$ cat src/logic/tiv_pkg.sv
// Package with register map, field positions and timing constants of the timer block
package tiv_pkg;
  localparam int unsigned CLK_HZ = 50_000_000;
  localparam int unsigned FAST_HZ = 16_000_000;
  localparam int unsigned MID_HZ = 4_000_000;
  localparam int unsigned SLOW_HZ = 32_768;
  localparam int unsigned ACC_W = 26;
  localparam logic [ACC_W-1:0] ACC_MOD = ACC_W'(CLK_HZ);
  localparam logic [ACC_W-1:0] ACC_FAST = ACC_W'(FAST_HZ);
  localparam logic [ACC_W-1:0] ACC_MID = ACC_W'(MID_HZ);
  localparam logic [ACC_W-1:0] ACC_SLOW = ACC_W'(SLOW_HZ);
  // Slow ticks per wake step: 2 s / 256 and 256 s / 256
  localparam logic [23:0] WAKE_STEP_SHORT = 24'h000100;
  localparam logic [23:0] WAKE_STEP_LONG = 24'h008000;
  localparam logic [7:0] A_GPT_CTRL = 8'h00;
  localparam logic [7:0] A_GPT_RELOAD = 8'h04;
  localparam logic [7:0] A_GPT_PWM = 8'h08;
  localparam logic [7:0] A_STATUS = 8'h0C;
  localparam logic [7:0] A_CTR_CTRL = 8'h10;
  localparam logic [7:0] A_CTR0 = 8'h14;
  localparam logic [7:0] A_CTR1 = 8'h18;
  localparam logic [7:0] A_GPT_CNT = 8'h1C;
  localparam logic [7:0] A_WAKE = 8'h20;
  localparam logic [7:0] A_IRQ_EN = 8'h24;
  localparam logic [7:0] A_IRQ_CFG = 8'h28;
  localparam logic [7:0] A_IRQ_ACK = 8'h2C;
  // Status bits
  localparam int ST_GPT = 0;
  localparam int ST_CTR0 = 1;
  localparam int ST_CTR1 = 2;
  localparam int ST_WAKE = 3;
  // Counter mode encodings
  localparam logic [1:0] M_13BIT = 2'h0;
  localparam logic [1:0] M_16BIT = 2'h1;
  localparam logic [1:0] M_RELOAD8 = 2'h2;
  localparam int NVEC = 15;
  localparam logic [3:0] V_EXT_A = 4'h0;
  localparam logic [3:0] V_CTR0 = 4'h1;
  localparam logic [3:0] V_EXT_B = 4'h2;
  localparam logic [3:0] V_CTR1 = 4'h3;
  localparam logic [3:0] V_GPT = 4'h7;
  localparam logic [3:0] V_NMI = 4'hE;
  // Fixed priority per vector, lower value wins
  localparam logic [3:0] PRIO [NVEC] = '{4'h1, 4'h2, 4'h3, 4'h4, 4'h5, 4'h6, 4'h7,
    4'h8, 4'h9, 4'hA, 4'hB, 4'hC, 4'hD, 4'hE, 4'h0};
  typedef enum logic [1:0] {
    PWM_HIGH = 2'b01,
    PWM_LOW = 2'b10
  } tiv_pwm_e;
endpackage : tiv_pkg

$ cat src/logic/tiv_timers.sv
// Timers, sleep wake timer and fixed priority interrupt controller behind APB
//
// Decided for this implementation: register access over APB and the register addresses.
`timescale 1ns/1ps
`default_nettype none
module tiv_timers
  import tiv_pkg::*;
(
  input wire logic pclk,
  input wire logic presetn,
  input wire logic psel,
  input wire logic penable,
  input wire logic pwrite,
  input wire logic [7:0] paddr,
  input wire logic [31:0] pwdata,
  output logic [31:0] prdata,
  output logic pready,
  output logic pslverr,
  input wire logic ext_request_line_a,
  input wire logic ext_request_line_b,
  input wire logic [7:0] port1_pins,
  input wire logic port3_bit4_pin,
  input wire logic port3_bit5_pin,
  input wire logic mains_zero_cross_input,
  input wire logic [NVEC-1:0] periph_req,
  output logic port3_bit7_pin,
  output logic wake_event,
  output logic irq_req,
  output logic [3:0] irq_vector
);

  function automatic logic [ACC_W:0] acc_step(input logic [ACC_W-1:0] acc,
                                               input logic [ACC_W-1:0] inc);
    logic [ACC_W:0] s;
    s = {1'b0, acc} + {1'b0, inc};
    if (s >= {1'b0, ACC_MOD}) begin
      acc_step = {1'b1, ACC_W'(s - {1'b0, ACC_MOD})};
    end else begin
      acc_step = {1'b0, s[ACC_W-1:0]};
    end
  endfunction : acc_step

  // Returns {overflow, next value} for the classic counter modes
  function automatic logic [16:0] ctr_step(input logic [1:0] mode, input logic [15:0] c);
    logic [16:0] r;
    r = {1'b0, c};
    case (mode)
      M_13BIT: begin
        if (c[4:0] == 5'h1F) begin
          r = {(c[15:8] == 8'hFF), c[15:8] + 8'h01, 3'h0, 5'h00};
        end else begin
          r = {1'b0, c[15:5], c[4:0] + 5'h01};
        end
      end
      M_16BIT: r = {1'b0, c} + 17'h00001;
      M_RELOAD8: begin
        if (c[7:0] == 8'hFF) begin
          r = {1'b1, c[15:8], c[15:8]};
        end else begin
          r = {1'b0, c[15:8], c[7:0] + 8'h01};
        end
      end
      default: r = {1'b0, c};
    endcase
    ctr_step = r;
  endfunction : ctr_step

  // Three stage synchronisers; a change counts once stages two and three agree
  logic [12:0] pin_s1_q, pin_s2_q, pin_s3_q, pin_q;
  always_ff @(posedge pclk or negedge presetn) begin
    if (!presetn) begin
      // Pulled-up idle level, so no false edge follows reset
      pin_s1_q <= '1;
      pin_s2_q <= '1;
      pin_s3_q <= '1;
      pin_q <= '1;
    end else begin
      pin_s1_q <= {mains_zero_cross_input, port3_bit5_pin, port3_bit4_pin,
                   ext_request_line_b, ext_request_line_a, port1_pins};
      pin_s2_q <= pin_s1_q;
      pin_s3_q <= pin_s2_q;
      for (int i = 0; i < 13; i++) begin
        if (pin_s2_q[i] == pin_s3_q[i]) begin
          pin_q[i] <= pin_s3_q[i];
        end
      end
    end
  end
  logic [12:0] pin_prev_q;
  always_ff @(posedge pclk or negedge presetn) begin
    if (!presetn) begin
      pin_prev_q <= '1;
    end else begin
      pin_prev_q <= pin_q;
    end
  end
  logic ev0_fall, ev1_fall, zc_edge;
  assign ev0_fall = pin_prev_q[10] & ~pin_q[10];
  assign ev1_fall = pin_prev_q[11] & ~pin_q[11];
  assign zc_edge = pin_prev_q[12] ^ pin_q[12];

  // Tick generators derived from pclk, so the wake timer stays locked to it
  logic [ACC_W-1:0] acc_fast_q, acc_mid_q, acc_slow_q;
  logic [ACC_W:0] nf, nm, ns;
  logic tick_fast, tick_mid, tick_slow;
  assign nf = acc_step(acc_fast_q, ACC_FAST);
  assign nm = acc_step(acc_mid_q, ACC_MID);
  assign ns = acc_step(acc_slow_q, ACC_SLOW);
  assign tick_fast = nf[ACC_W];
  assign tick_mid = nm[ACC_W];
  assign tick_slow = ns[ACC_W];
  always_ff @(posedge pclk or negedge presetn) begin
    if (!presetn) begin
      acc_fast_q <= '0;
      acc_mid_q <= '0;
      acc_slow_q <= '0;
    end else begin
      acc_fast_q <= nf[ACC_W-1:0];
      acc_mid_q <= nm[ACC_W-1:0];
      acc_slow_q <= ns[ACC_W-1:0];
    end
  end

  // APB decode; one wait-free access cycle after setup
  logic wr, rd;
  assign wr = psel & penable & pwrite & pready;
  assign rd = psel & penable & ~pwrite & pready;
  logic mapped;
  always_comb begin
    case (paddr)
      A_GPT_CTRL, A_GPT_RELOAD, A_GPT_PWM, A_STATUS, A_CTR_CTRL, A_CTR0, A_CTR1,
      A_GPT_CNT, A_WAKE, A_IRQ_EN, A_IRQ_CFG, A_IRQ_ACK: mapped = 1'b1;
      default: mapped = 1'b0;
    endcase
  end

  logic [3:0] gpt_ctrl_q;
  logic [15:0] gpt_reload_q, gpt_cnt_q, gpt_pwm_q;
  logic [7:0] ctr_ctrl_q;
  logic [9:0] wake_cfg_q;
  logic [NVEC-1:0] irq_en_q;
  logic [9:0] irq_cfg_q;
  always_ff @(posedge pclk or negedge presetn) begin
    if (!presetn) begin
      gpt_ctrl_q <= '0;
      gpt_reload_q <= '0;
      gpt_pwm_q <= '0;
      ctr_ctrl_q <= '0;
      wake_cfg_q <= '0;
      irq_en_q <= '0;
      irq_cfg_q <= '0;
    end else if (wr) begin
      case (paddr)
        A_GPT_CTRL: gpt_ctrl_q <= pwdata[3:0];
        A_GPT_RELOAD: gpt_reload_q <= pwdata[15:0];
        A_GPT_PWM: gpt_pwm_q <= pwdata[15:0];
        A_CTR_CTRL: ctr_ctrl_q <= pwdata[7:0];
        A_WAKE: wake_cfg_q <= pwdata[9:0];
        A_IRQ_EN: irq_en_q <= pwdata[NVEC-1:0];
        A_IRQ_CFG: irq_cfg_q <= pwdata[9:0];
        default: ;
      endcase
    end
  end
  logic gpt_run, gpt_slow, gpt_irq_en, pwm_en;
  assign gpt_run = gpt_ctrl_q[0];
  assign gpt_slow = gpt_ctrl_q[1];
  assign gpt_irq_en = gpt_ctrl_q[2];
  assign pwm_en = gpt_ctrl_q[3];

  // General purpose timer
  logic gpt_tick, gpt_wrap;
  assign gpt_tick = gpt_run & (gpt_slow ? tick_slow : tick_mid);
  assign gpt_wrap = gpt_tick & (gpt_cnt_q == 16'hFFFF);
  always_ff @(posedge pclk or negedge presetn) begin
    if (!presetn) begin
      gpt_cnt_q <= '0;
    end else if (wr && paddr == A_GPT_CNT) begin
      gpt_cnt_q <= pwdata[15:0];
    end else if (gpt_wrap) begin
      gpt_cnt_q <= gpt_reload_q;
    end else if (gpt_tick) begin
      gpt_cnt_q <= gpt_cnt_q + 16'h0001;
    end
  end

  // PWM phases count timer ticks; a zero length phase still lasts one tick, and a zero high length keeps the output low
  tiv_pwm_e pwm_st_q;
  logic [7:0] pwm_cnt_q;
  logic pwm_q;
  always_ff @(posedge pclk or negedge presetn) begin
    if (!presetn) begin
      pwm_st_q <= PWM_HIGH;
      pwm_cnt_q <= '0;
      pwm_q <= 1'b0;
    end else begin
      if (!pwm_en) begin
        pwm_st_q <= PWM_HIGH;
        pwm_cnt_q <= '0;
      end else if (gpt_tick) begin
        case (pwm_st_q)
          PWM_HIGH: begin
            if (pwm_cnt_q + 8'h01 >= gpt_pwm_q[7:0]) begin
              pwm_st_q <= PWM_LOW;
              pwm_cnt_q <= '0;
            end else begin
              pwm_cnt_q <= pwm_cnt_q + 8'h01;
            end
          end
          PWM_LOW: begin
            if (pwm_cnt_q + 8'h01 >= gpt_pwm_q[15:8]) begin
              pwm_st_q <= PWM_HIGH;
              pwm_cnt_q <= '0;
            end else begin
              pwm_cnt_q <= pwm_cnt_q + 8'h01;
            end
          end
          default: pwm_st_q <= PWM_HIGH;
        endcase
      end
      pwm_q <= pwm_en & (pwm_st_q == PWM_HIGH) & (gpt_pwm_q[7:0] != 8'h00);
    end
  end

  // Counters zero and one; no gate input exists, run bit alone enables
  logic [15:0] ctr_q [2];
  logic [1:0] ctr_ovf;
  logic [1:0] ctr_inc;
  logic [16:0] cs0, cs1;
  assign ctr_inc[0] = ctr_ctrl_q[3] & (ctr_ctrl_q[2] ? ev0_fall : tick_fast);
  assign ctr_inc[1] = ctr_ctrl_q[7] & (ctr_ctrl_q[6] ? ev1_fall : tick_fast);
  assign cs0 = ctr_step(ctr_ctrl_q[1:0], ctr_q[0]);
  assign cs1 = ctr_step(ctr_ctrl_q[5:4], ctr_q[1]);
  assign ctr_ovf[0] = ctr_inc[0] & cs0[16];
  assign ctr_ovf[1] = ctr_inc[1] & cs1[16];
  always_ff @(posedge pclk or negedge presetn) begin
    if (!presetn) begin
      ctr_q[0] <= '0;
      ctr_q[1] <= '0;
    end else begin
      if (wr && paddr == A_CTR0) begin
        ctr_q[0] <= pwdata[15:0];
      end else if (ctr_inc[0]) begin
        ctr_q[0] <= cs0[15:0];
      end
      if (wr && paddr == A_CTR1) begin
        ctr_q[1] <= pwdata[15:0];
      end else if (ctr_inc[1]) begin
        ctr_q[1] <= cs1[15:0];
      end
    end
  end

  // Wake timer: value times step, step set by range; arming restarts it
  logic [23:0] wake_cnt_q;
  logic [23:0] wake_target;
  logic wake_arm_q, wake_hit;
  assign wake_target = 24'(wake_cfg_q[7:0]) * (wake_cfg_q[8] ? WAKE_STEP_LONG
                                                              : WAKE_STEP_SHORT);
  assign wake_hit = wake_arm_q & (wake_cnt_q >= wake_target);
  always_ff @(posedge pclk or negedge presetn) begin
    if (!presetn) begin
      wake_cnt_q <= '0;
      wake_arm_q <= 1'b0;
      wake_event <= 1'b0;
    end else begin
      wake_event <= wake_hit;
      if (wr && paddr == A_WAKE) begin
        wake_cnt_q <= '0;
        wake_arm_q <= pwdata[9];
      end else if (wake_hit) begin
        wake_arm_q <= 1'b0;
      end else if (wake_arm_q && tick_slow) begin
        wake_cnt_q <= wake_cnt_q + 24'h000001;
      end
    end
  end

  // Sticky status flags, write one to clear; a new event wins over the clear
  logic [3:0] stat_q;
  logic [3:0] stat_set, stat_clr;
  logic ack_wr;
  assign ack_wr = wr && paddr == A_IRQ_ACK;
  assign stat_set = {wake_hit, ctr_ovf, gpt_wrap};
  always_comb begin
    stat_clr = '0;
    if (wr && paddr == A_STATUS) begin
      stat_clr = pwdata[3:0];
    end
    if (ack_wr) begin
      stat_clr[ST_GPT] = stat_clr[ST_GPT] | (pwdata[3:0] == V_GPT);
      stat_clr[ST_CTR0] = stat_clr[ST_CTR0] | (pwdata[3:0] == V_CTR0);
      stat_clr[ST_CTR1] = stat_clr[ST_CTR1] | (pwdata[3:0] == V_CTR1);
    end
  end
  always_ff @(posedge pclk or negedge presetn) begin
    if (!presetn) begin
      stat_q <= '0;
    end else begin
      stat_q <= stat_set | (stat_q & ~stat_clr);
    end
  end

  // Interrupt sources; external lines and peripheral requests are levels
  logic ext_a, ext_b, p1_low;
  logic [NVEC-1:0] src, pend;
  assign ext_a = pin_q[8] ^ irq_cfg_q[8];
  assign ext_b = pin_q[9] ^ irq_cfg_q[9];
  assign p1_low = |(~pin_q[7:0] & irq_cfg_q[7:0]);
  always_comb begin
    src = periph_req;
    src[V_EXT_A] = ext_a | periph_req[V_EXT_A];
    src[V_CTR0] = stat_q[ST_CTR0];
    src[V_EXT_B] = ext_b | p1_low | periph_req[V_EXT_B];
    src[V_CTR1] = stat_q[ST_CTR1];
    src[6] = zc_edge | periph_req[6];
    src[V_GPT] = stat_q[ST_GPT] & gpt_irq_en;
  end

  // Zero-cross is an edge, so it is latched until acknowledged
  logic zc_pend_q;
  always_ff @(posedge pclk or negedge presetn) begin
    if (!presetn) begin
      zc_pend_q <= 1'b0;
    end else begin
      zc_pend_q <= zc_edge | (zc_pend_q & ~(ack_wr && pwdata[3:0] == 4'h6));
    end
  end

  always_comb begin
    pend = (src | {8'h00, zc_pend_q, 6'h00}) & irq_en_q;
    pend[V_NMI] = src[V_NMI];
  end

  // Fixed table scan; lowest priority value wins, rest stay pending
  logic found;
  logic [3:0] best_v, best_p;
  always_comb begin
    found = 1'b0;
    best_v = '0;
    best_p = '1;
    for (int i = 0; i < NVEC; i++) begin
      if (pend[i] && (!found || PRIO[i] < best_p)) begin
        found = 1'b1;
        best_v = 4'(i);
        best_p = PRIO[i];
      end
    end
  end
  always_ff @(posedge pclk or negedge presetn) begin
    if (!presetn) begin
      irq_req <= 1'b0;
      irq_vector <= '0;
    end else begin
      irq_req <= found;
      irq_vector <= best_v;
    end
  end

  // APB answer: pready one cycle after setup, error on unmapped address
  logic [31:0] rdata;
  always_comb begin
    case (paddr)
      A_GPT_CTRL: rdata = {28'h0, gpt_ctrl_q};
      A_GPT_RELOAD: rdata = {16'h0, gpt_reload_q};
      A_GPT_PWM: rdata = {16'h0, gpt_pwm_q};
      A_STATUS: rdata = {28'h0, stat_q};
      A_CTR_CTRL: rdata = {24'h0, ctr_ctrl_q};
      A_CTR0: rdata = {16'h0, ctr_q[0]};
      A_CTR1: rdata = {16'h0, ctr_q[1]};
      A_GPT_CNT: rdata = {16'h0, gpt_cnt_q};
      A_WAKE: rdata = {22'h0, wake_arm_q, wake_cfg_q[8:0]};
      A_IRQ_EN: rdata = {17'h0, irq_en_q};
      A_IRQ_CFG: rdata = {22'h0, irq_cfg_q};
      A_IRQ_ACK: rdata = {11'h000, pend, 1'b0, irq_req, irq_vector};
      default: rdata = '0;
    endcase
  end
  always_ff @(posedge pclk or negedge presetn) begin
    if (!presetn) begin
      pready <= 1'b0;
      pslverr <= 1'b0;
      prdata <= '0;
    end else begin
      pready <= psel & ~penable & ~pready;
      pslverr <= psel & ~penable & ~pready & ~mapped;
      // Read data stands for the access cycle only; writes show zero
      prdata <= (psel && !penable && !pwrite) ? rdata : '0;
    end
  end
  logic unused_rd;
  assign unused_rd = rd;
  assign port3_bit7_pin = pwm_q;

endmodule : tiv_timers
`default_nettype wire

$ cat config.mk
export PLATFORM = sky130hd
export DESIGN_NAME = tiv_timers
export DESIGN_NICKNAME = d
export VERILOG_FILES = /design/src/logic/tiv_pkg.sv /design/src/logic/tiv_timers.sv
export SDC_FILE = /design/constraint.sdc
export NUM_CORES = 1
export LEC_CHECK = 0
export BUFFER_PORTS_ARGS = -buffer_cell sky130_fd_sc_hd__buf_4
export CAP_MARGIN = 40
export CORE_AREA = 2 2 214 216
export CTS_CLUSTER_SIZE = 30
export DETAILED_ROUTE_END_ITERATION = 12
export DIE_AREA = 0 0 216 218
export PLACE_DENSITY = 0.56
export SLEW_MARGIN = 20
export SYNTH_ARGS = -nofsm -noshare
export SYNTH_HDL_FRONTEND = slang
export SYNTH_SLANG_ARGS = --single-unit
$ cat constraint.sdc
create_clock -name pclk -period 4.6 [get_ports pclk]
set_clock_uncertainty 0.15 [all_clocks]
set_input_delay 0.46 -clock pclk [delete_from_list [all_inputs] [get_ports pclk]]
set_output_delay 0.46 -clock pclk [all_outputs]
set_load 0.01 [all_outputs]
==> impl_metrics.csv, run 1 <==
group,metric,value,unit
power_and_ir_drop,p_total,0.00624,W
power_and_ir_drop,internal_power,0.00473,W
critical_path,crit_fanout,26,
outcome,outcome,"completed",
timing,finalHoldViolCount,0,
timing,period_share,90.8,%
clock_tree,cts_max_level,2,
timing,finalCriticalPeriod,4.18,ns
placement,gp_congestion,0.907,
power_and_ir_drop,pwr-share-clk,49.3,%
placement,port_buffers,83,
grt,antenna_found_initial,1,
critical_path,r2r_slack,0.42,ns
synthesis,async_flop_share,100,%
clock_tree,clk_pin_slew_worst_paths,0.05,ns
timing,setup-violations-final,0,
clock_tree,ctsRootBufferMaster,"clkbuf_16",
placement,pre_cts_slack,0.521,ns
cells_and_area,nets,2052,
worst_hold_path,min_path_cells,3,
die,die_w,216,um
cells_and_area,multiInputGateArea,0.00933,mm2
critical_path,reg2reg_to,"pwm_cnt_q[0]$_DFFE_PN0P_",
worst_hold_path,hold_class,"in2reg",
power_and_ir_drop,swShare,24.3,%
critical_path,reg2reg_depth,10,
synthesis,syn-cell-area,0.0177,mm2
power_and_ir_drop,power_switching,0.00152,W
synthesis,yosysWarningCount,0,
routing,viasPerCell,5.81,
grt,grt_overflow,0,
synthesis,synthCells,1834,
routing,drc,0,
grt,globalRouteTotalUtil,22.7,%
clock_tree,cts_tree,"yes",
die,design.core.area,0.0449,mm2
timing,maxSlewViolCount,0,
synthesis,synthDistinctLibCells,89,
critical_path,r2r_start,"acc_mid_q[8]$_DFF_PN0_",
synthesis,ys.flop_type,"dfrtp_1",
die,dieArea,0.0471,mm2
die,die_h,218,um
run,cap_violations,0,
clock_tree,cts-resized-gates,0,
clock_tree,cts_buffers,39,
timing,clock.fmax,0.239,GHz
cells_and_area,ff_latch_area,0.00778,mm2
cells_and_area,nFillCells,4357,
timing,rsz0062_at_grt,"false",
die,rows,78,
critical_path,critPathRequiredTime,4.95,ns
grt,grt_max_degree,96,
synthesis,yosysSeqAreaShare,43.9,%
timing,layout_setup_ws,0.425,ns
power_and_ir_drop,sequentialPowerShare,45.2,%
routing,drt_iter0_drc,1179,
power_and_ir_drop,power_density,306,mW/mm2
routing,firstDrtPassIters,7,
routing,ant_nets,0,
power_and_ir_drop,ir_drop,216,uV
timing,fin_tns_setup,0,ns
grt,grt_pass1_wl,83900,um
placement,hpwl,38100,um
synthesis,synth_edf_count,0,
clock_tree,clock-sinks,308,
worst_hold_path,hp-start,"psel",
clock_tree,clk_latency,0.58,ns
critical_path,crit_type,"reg2reg",
critical_path,end_kind,"flop",
die,num_io_pins,114,
grt,grt_pass1_vias,14448,
synthesis,syn_area_per_cell,9.66,um2
die,initial_utilization,39.5,%
routing,wl,52800,um
timing,worst_pin_slew,0.948,ns
routing,vias,14791,
routing,avgRoutedWirePerCell,20.8,um
clock_tree,cts_hold_buf,15,
cells_and_area,syn_to_final_growth,15.3,%
cells_and_area,drive_gt1_share,17.5,%
power_and_ir_drop,pwr-share-comb,5.5,%
timing,slew_headroom,36.8,%
worst_hold_path,hold_end,"pready$_DFF_PN0_",
critical_path,start_kind,"flop",
cells_and_area,final_core_util,45.5,%
critical_path,cp.arrival,4.52,ns
cells_and_area,antenna_cells,0,
clock_tree,clockBufferDepth,3,
synthesis,synth.ff_latch_count,308,
clock_tree,postCtsSetupBuffers,0,
power_and_ir_drop,leakagePower,8.85,nW
-- stage by stage --
stage               hold WS [ns]  area (um2)  cells
floorplan                 0.0144       17800   1845
global placement           0.196       18900   2453
detailed placement         0.197       19000   2456
CTS                       0.0200       20400   2543
global route              0.0643       20400   2546
finish                    0.0457       20400   2546
-- sequential cells by signal (all words and copies together) (netlist names), 9 cells and up --
register	flops
pin_s1_q	13
gpt_reload_q	16
acc_slow_q	19
ctr_q	32
wake_cnt_q	24
gpt_pwm_q	16
pin_s2_q	13
pin_q	13
acc_fast_q	19
acc_mid_q	19
gpt_cnt_q	16
wake_cfg_q	9
prdata	21
pin_s3_q	13
irq_cfg_q	10
irq_en_q	15
-- cells by family (layout without fill, tap and decap cells) --
logic type / count (synthesis) / count (layout) / synth area share (%)
simple gates: 643 / 643 / 18.4
compound gates: 439 / 439 / 17.5
flops: 308 / 308 / 43.9
buf+inv: 163 / 264 / 3.80
xor+xnor: 116 / 116 / 5.73
mux: 87 / 87 / 5.43
fa+ha+maj: 77 / 77 / 5.25
other cells: 1 / 12 / 0.0212
-- cell usage after synthesis (8+ instances only) --
master	count	share of area (%)
or4_1	19	0.80
and3_1	29	1.0
a21o_1	18	0.76
a22oi_1	20	0.85
a22o_1	28	1.4
nand2_1	185	3.9
mux2i_1	14	0.79
nor2b_1	17	0.60
a221oi_1	23	1.1
a31oi_1	58	2.0
a21oi_1	81	2.3
ha_1	64	4.5
a222oi_1	8	0.45
o31ai_1	15	0.64
inv_1	62	1.3
nor3b_1	13	0.55
dfrtp_1	252	36
nor2_1	145	3.1
o21a_1	8	0.34
a211oi_1	8	0.34
maj3_1	13	0.73
nor3_1	27	0.76
nand4_1	22	0.78
dfstp_2	56	8.3
nand2b_1	26	0.92
xnor2_1	81	4.0
xor2_1	35	1.7
and2_1	30	1.1
nand3_1	55	1.6
and4_1	14	0.69
clkbuf_1	73	1.5
mux2_2	73	4.6
o21ai_0	66	1.9
a31o_2	9	0.44
buf_2	9	0.25
buf_4	12	0.51
nor4_1	10	0.35
or3_1	16	0.56
-- critical path: stages (launching register included) --
cell	delay, ns
dfrtp_1	0.48
ha_1	0.31
a21oi_1	0.53
a31oi_1	0.27
o311a_1	0.43
o41ai_1	0.62
buf_4	0.24
a32o_1	0.31
buf_12	0.22
and3_1	0.32
mux2_2	0.19
-- routing by layer --
| layer | track usage (%) | share of wire (%) | vias to the layer above |
|---|---|---|---|
| li1 | - | - | 6856 |
| met1 | 30.7 | 43 | 7358 |
| met2 | 36.4 | 47 | 454 |
| met3 | 3.33 | 6.1 | 123 |
| met4 | 9.84 | 3.9 | 0 |
| met5 | 0 | 0 | - |
-- cell usage in the layout, fill, tap and decap left out, types with 22 or more instances in the layout --
cell	instances
inv_1	62
a21oi_1	81
nand2b_1	26
a22o_1	28
nor3_1	25
a221oi_1	23
xor2_1	35
ha_1	64
nand3_1	55
mux2_2	73
and2_1	30
nand2_1	185
a31oi_1	58
clkbuf_16	39
dfstp_2	56
and3_1	29
xnor2_1	81
dfrtp_1	252
o21ai_0	66
buf_4	111
nand4_1	22
nor2_1	145
-- cell type report --
class / count / share of cell area, %
repair buffers: 130 / 5.12
clock inverters: 12 / 0.754
multi-input cells: 1374 / 45.7
clock buffers: 60 / 5.56
inverters: 62 / 1.14
flip-flops and latches: 308 / 38.1
well taps: 600 / 3.68
-- how the worst max path moves through the flow --
| stage | cells past startpoint | start | end |
|---|---|---|---|
| 6_report | 10 | acc_mid_q[8]$_DFF_PN0_ | pwm_cnt_q[0]$_DFFE_PN0P_ |
| 3_5_place_dp | 10 | acc_mid_q[8]$_DFF_PN0_ | pwm_cnt_q[0]$_DFFE_PN0P_ |
| 2_1_floorplan | 10 | acc_fast_q[11]$_DFF_PN0_ | ctr_q[13]$_DFFE_PN0P_ |
| 4_1_cts | 10 | acc_mid_q[8]$_DFF_PN0_ | pwm_cnt_q[0]$_DFFE_PN0P_ |
| 3_3_place_gp | 10 | acc_mid_q[8]$_DFF_PN0_ | pwm_cnt_q[0]$_DFFE_PN0P_ |
| 5_1_grt | 10 | acc_mid_q[8]$_DFF_PN0_ | pwm_cnt_q[0]$_DFFE_PN0P_ |
-- power groups by stage --
stage,logic [W],clock network [W],registers (W)
6_report,0.000341,0.00308,0.00282
4_1_cts,0.000344,0.00317,0.00282
5_1_grt,0.000382,0.00328,0.00283
2_1_floorplan,0.000165,0,0.00285
3_5_place_dp,0.000332,0,0.00287
3_3_place_gp,0.000330,0,0.00287
Power figures use the tool's default switching activity.
==> inputs of run 2 (changes only) <==
--- a/config.mk
+++ b/config.mk
@@ -5,12 +5,13 @@
 export SDC_FILE = /design/constraint.sdc
 export NUM_CORES = 1
 export LEC_CHECK = 0
+export ABC_AREA = 1
 export BUFFER_PORTS_ARGS = -buffer_cell sky130_fd_sc_hd__buf_4
-export CAP_MARGIN = 40
-export CORE_AREA = 2 2 214 216
+export CAP_MARGIN = 25
+export CORE_AREA = 2 2 218 220
 export CTS_CLUSTER_SIZE = 30
 export DETAILED_ROUTE_END_ITERATION = 12
-export DIE_AREA = 0 0 216 218
+export DIE_AREA = 0 0 220 222
 export PLACE_DENSITY = 0.56
 export SLEW_MARGIN = 20
 export SYNTH_ARGS = -nofsm -noshare
==> run 2 against run 1 <==
Compared with the run above: flip-flop and latch count unchanged; clock power rose by 2%; setup slack gained 0.88 ns; critical endpoint is now acc_mid_q[17]$_DFF_PN0_; sequential power hardly changed.
==> impl_metrics.csv, run 2 <==
group,metric,value,unit
routing,vias,16389,
power_and_ir_drop,pwr-share-comb,3.6,%
routing,ant_nets,0,
cells_and_area,layout_commonest_cell,"nand2_1",
timing,layout_setup_ws,1.31,ns
critical_path,cp.arrival,3.62,ns
power_and_ir_drop,power_density,292,mW/mm2
timing,clock.fmax,0.304,GHz
power_and_ir_drop,p_total,0.00616,W
placement,gp_congestion,0.963,
clock_tree,clk_pin_slew_worst_paths,0.06,ns
routing,drc,0,
placement,pre_cts_slack,1.26,ns
timing,maxSlewViolCount,0,
critical_path,end_kind,"flop",
cells_and_area,ff_latch_area,0.00778,mm2
die,num_io_pins,114,
outcome,outcome,"completed",
placement,port_buffers,83,
grt,globalRouteTotalUtil,22.9,%
die,rows,79,
clock_tree,clockBufferDepth,3,
cells_and_area,nFillCells,4596,
critical_path,crit_fanout,13,
synthesis,async_flop_share,100,%
timing,worst_pin_slew,1.10,ns
power_and_ir_drop,internal_power,0.00472,W
critical_path,critPathRequiredTime,4.92,ns
die,initial_utilization,39.8,%
clock_tree,cts_tree,"yes",
timing,finalCriticalPeriod,3.29,ns
die,die_h,222,um
grt,use_met2,35.2,%
synthesis,synthDistinctLibCells,68,
synthesis,syn-cell-area,0.0184,mm2
critical_path,crit_type,"reg2reg",
synthesis,synth.ff_latch_count,308,
synthesis,ys.flop_type,"dfrtp_1",
synthesis,synth_common_cells,"615 x nand2_1, 280 x inv_1, 252 x dfrtp_1",
placement,hpwl,40900,um
die,dieArea,0.0488,mm2
cells_and_area,stdcell_count,3090,
critical_path,start_kind,"flop",
cells_and_area,syn_to_final_growth,14.7,%
synthesis,yosysWarningCount,0,
clock_tree,ctsRootBufferMaster,"clkbuf_16",
grt,antenna_found_initial,2,
timing,period_share,71.6,%
timing,finalHoldViolCount,0,
grt,grt-busiest-layer,"met2",
routing,wl,55200,um
clock_tree,cts_buffers,38,
cells_and_area,fin_area,0.0211,mm2
run,cap_violations,0,
synthesis,syn_area_per_cell,7.81,um2
placement,dpl_cell_area,0.0196,mm2
clock_tree,clock-sinks,308,
cells_and_area,largest_register,"ctr_q",
grt,grt_overflow,0,
power_and_ir_drop,power_switching,0.00144,W
timing,setup-violations-final,0,
routing,drt_iter0_drc,1608,
synthesis,synth_edf_count,0,
synthesis,yosysSeqAreaShare,42.3,%
power_and_ir_drop,sequentialPowerShare,45.4,%
die,die_w,220,um
routing,viasPerCell,5.30,
cells_and_area,largest_reg_flops,32,
worst_hold_path,hold_class,"in2reg",
placement,placed_cells,3001,
synthesis,synth_most_common_cell,"nand2_1",
timing,rsz0062_at_grt,"false",
grt,grt_pass1_vias,15755,
grt,grt_pass1_wl,87200,um
cells_and_area,multiInputGateArea,0.00916,mm2
power_and_ir_drop,pwr-share-clk,51.0,%
synthesis,synth.area.top_cells,"dfrtp_1 34%, nand2_1 13%, dfstp_2 8.0%",
clock_tree,cts_max_level,2,
grt,met1_usage,31.2,%
clock_tree,clk_latency,0.57,ns
grt,grt_max_degree,123,
power_and_ir_drop,leakagePower,10.1,nW
timing,slew_headroom,24.7,%
grt,met3_usage,3.74,%
cells_and_area,layout_common_cells,"615 x nand2_1, 280 x inv_1, 252 x dfrtp_1",
routing,firstDrtPassIters,6,
power_and_ir_drop,ir_drop,255,uV
die,design.core.area,0.0463,mm2
cells_and_area,nets,2588,
routing,avgRoutedWirePerCell,17.9,um
synthesis,yosys.area.top_type,"dfrtp_1",
timing,fin_tns_setup,0,ns
cells_and_area,drive_gt1_share,12.3,%
synthesis,synth_top_area_share,34.3,%
cells_and_area,top_regs,"ctr_q (32), wake_cnt_q (24), prdata (21)",
synthesis,synthCells,2355,
power_and_ir_drop,swShare,23.3,%
-- run 2: cell types whose count changed after synthesis, sizes merged, moves of 53 or more --
cell and delta:
o21ai +135, xnor2 -53, mux2 -73, nand3 +95, inv +231, nand2 +457
-- run 2: final timing paths --
kind	cells after the start	to	from	slack, ns
min	3	gpt_cnt_q[1]$_DFFE_PN0P_	pwdata[1]	0.02
min reg2reg	0	pin_s2_q[5]$_DFF_PN1_	pin_s1_q[5]$_DFF_PN1_	0.18
max reg2reg	18	acc_mid_q[17]$_DFF_PN0_	acc_mid_q[8]$_DFF_PN0_	1.31
max	18	acc_mid_q[17]$_DFF_PN0_	acc_mid_q[8]$_DFF_PN0_	1.31
min in group asynchronous	2	acc_slow_q[13]$_DFFE_PN0N_	presetn	0.20
max in group asynchronous	4	prdata[11]$_DFF_PN0_	presetn	2.92
-- run 2: final cells by class --
| type | instances | area share, % |
|---|---|---|
| clock buffer | 50 | 5.06 |
| tap | 607 | 3.60 |
| multi-input combinational | 1690 | 43.4 |
| sequential | 308 | 36.9 |
| antenna | 2 | 0.0237 |
| timing repair buffer | 116 | 4.57 |
| inverter | 297 | 5.31 |
| clock inverter | 20 | 1.17 |
-- run 2: power by group through the flow --
stage                logic, W  registers [W]  clock network (W)
floorplan           0.0000630        0.00284                  0
global placement     0.000209        0.00285                  0
detailed placement   0.000210        0.00285                  0
CTS                  0.000222        0.00280            0.00322
global route         0.000244        0.00280            0.00332
finish               0.000222        0.00280            0.00314
-- run 2: critical path: stages, from the launching register on --
cell,delay [ns]
dfrtp_1,0.49
ha_1,0.27
nand2_2,0.08
nand2_2,0.14
nand3_2,0.09
nor2_1,0.14
nor2_1,0.08
nand3_1,0.09
nand2_1,0.10
nor2_2,0.12
nand2_2,0.07
nor2_2,0.10
nand2_1,0.07
nand2_1,0.08
nand2_2,0.07
nand2_1,0.43
inv_1,0.29
a21oi_1,0.22
xor2_1,0.15
-- run 2: cells by family after synthesis --
family          count (synthesis)  synth area share (%)
compound gates                388                  12.6
xor+xnor                      114                  5.47
fa+ha+maj                      77                  5.06
buf+inv                       368                  8.17
flops                         308                  42.3
mux                             1                0.0544
other cells                     1                0.0204
simple gates                 1098                  26.3
-- run 2: per-stage QoR --
stage	util (%)	hold WS, ns
2_1_floorplan	-	0.0144
3_3_place_gp	42.4	0.196
3_5_place_dp	42.4	0.197
4_1_cts	45.5	0.00292
5_1_grt	45.6	0.0384
6_report	45.6	0.0237
-- run 2: repair_timing --
| item | CTS | global route |
|---|---|---|
| buffers inserted | 0 | 0 |
| hold buffers | 16 | 0 |
| gates resized for setup | 0 | 0 |
| endpoints found under the hold margin | 112 | 0 |
-- run 2: routing by layer --
layer  up-vias  part of all wire (%)
li1       7943                     -
met1      7794                    44
met2       513                    45
met3       137                   6.7
met4         2                   4.9
met5         -                 0.024
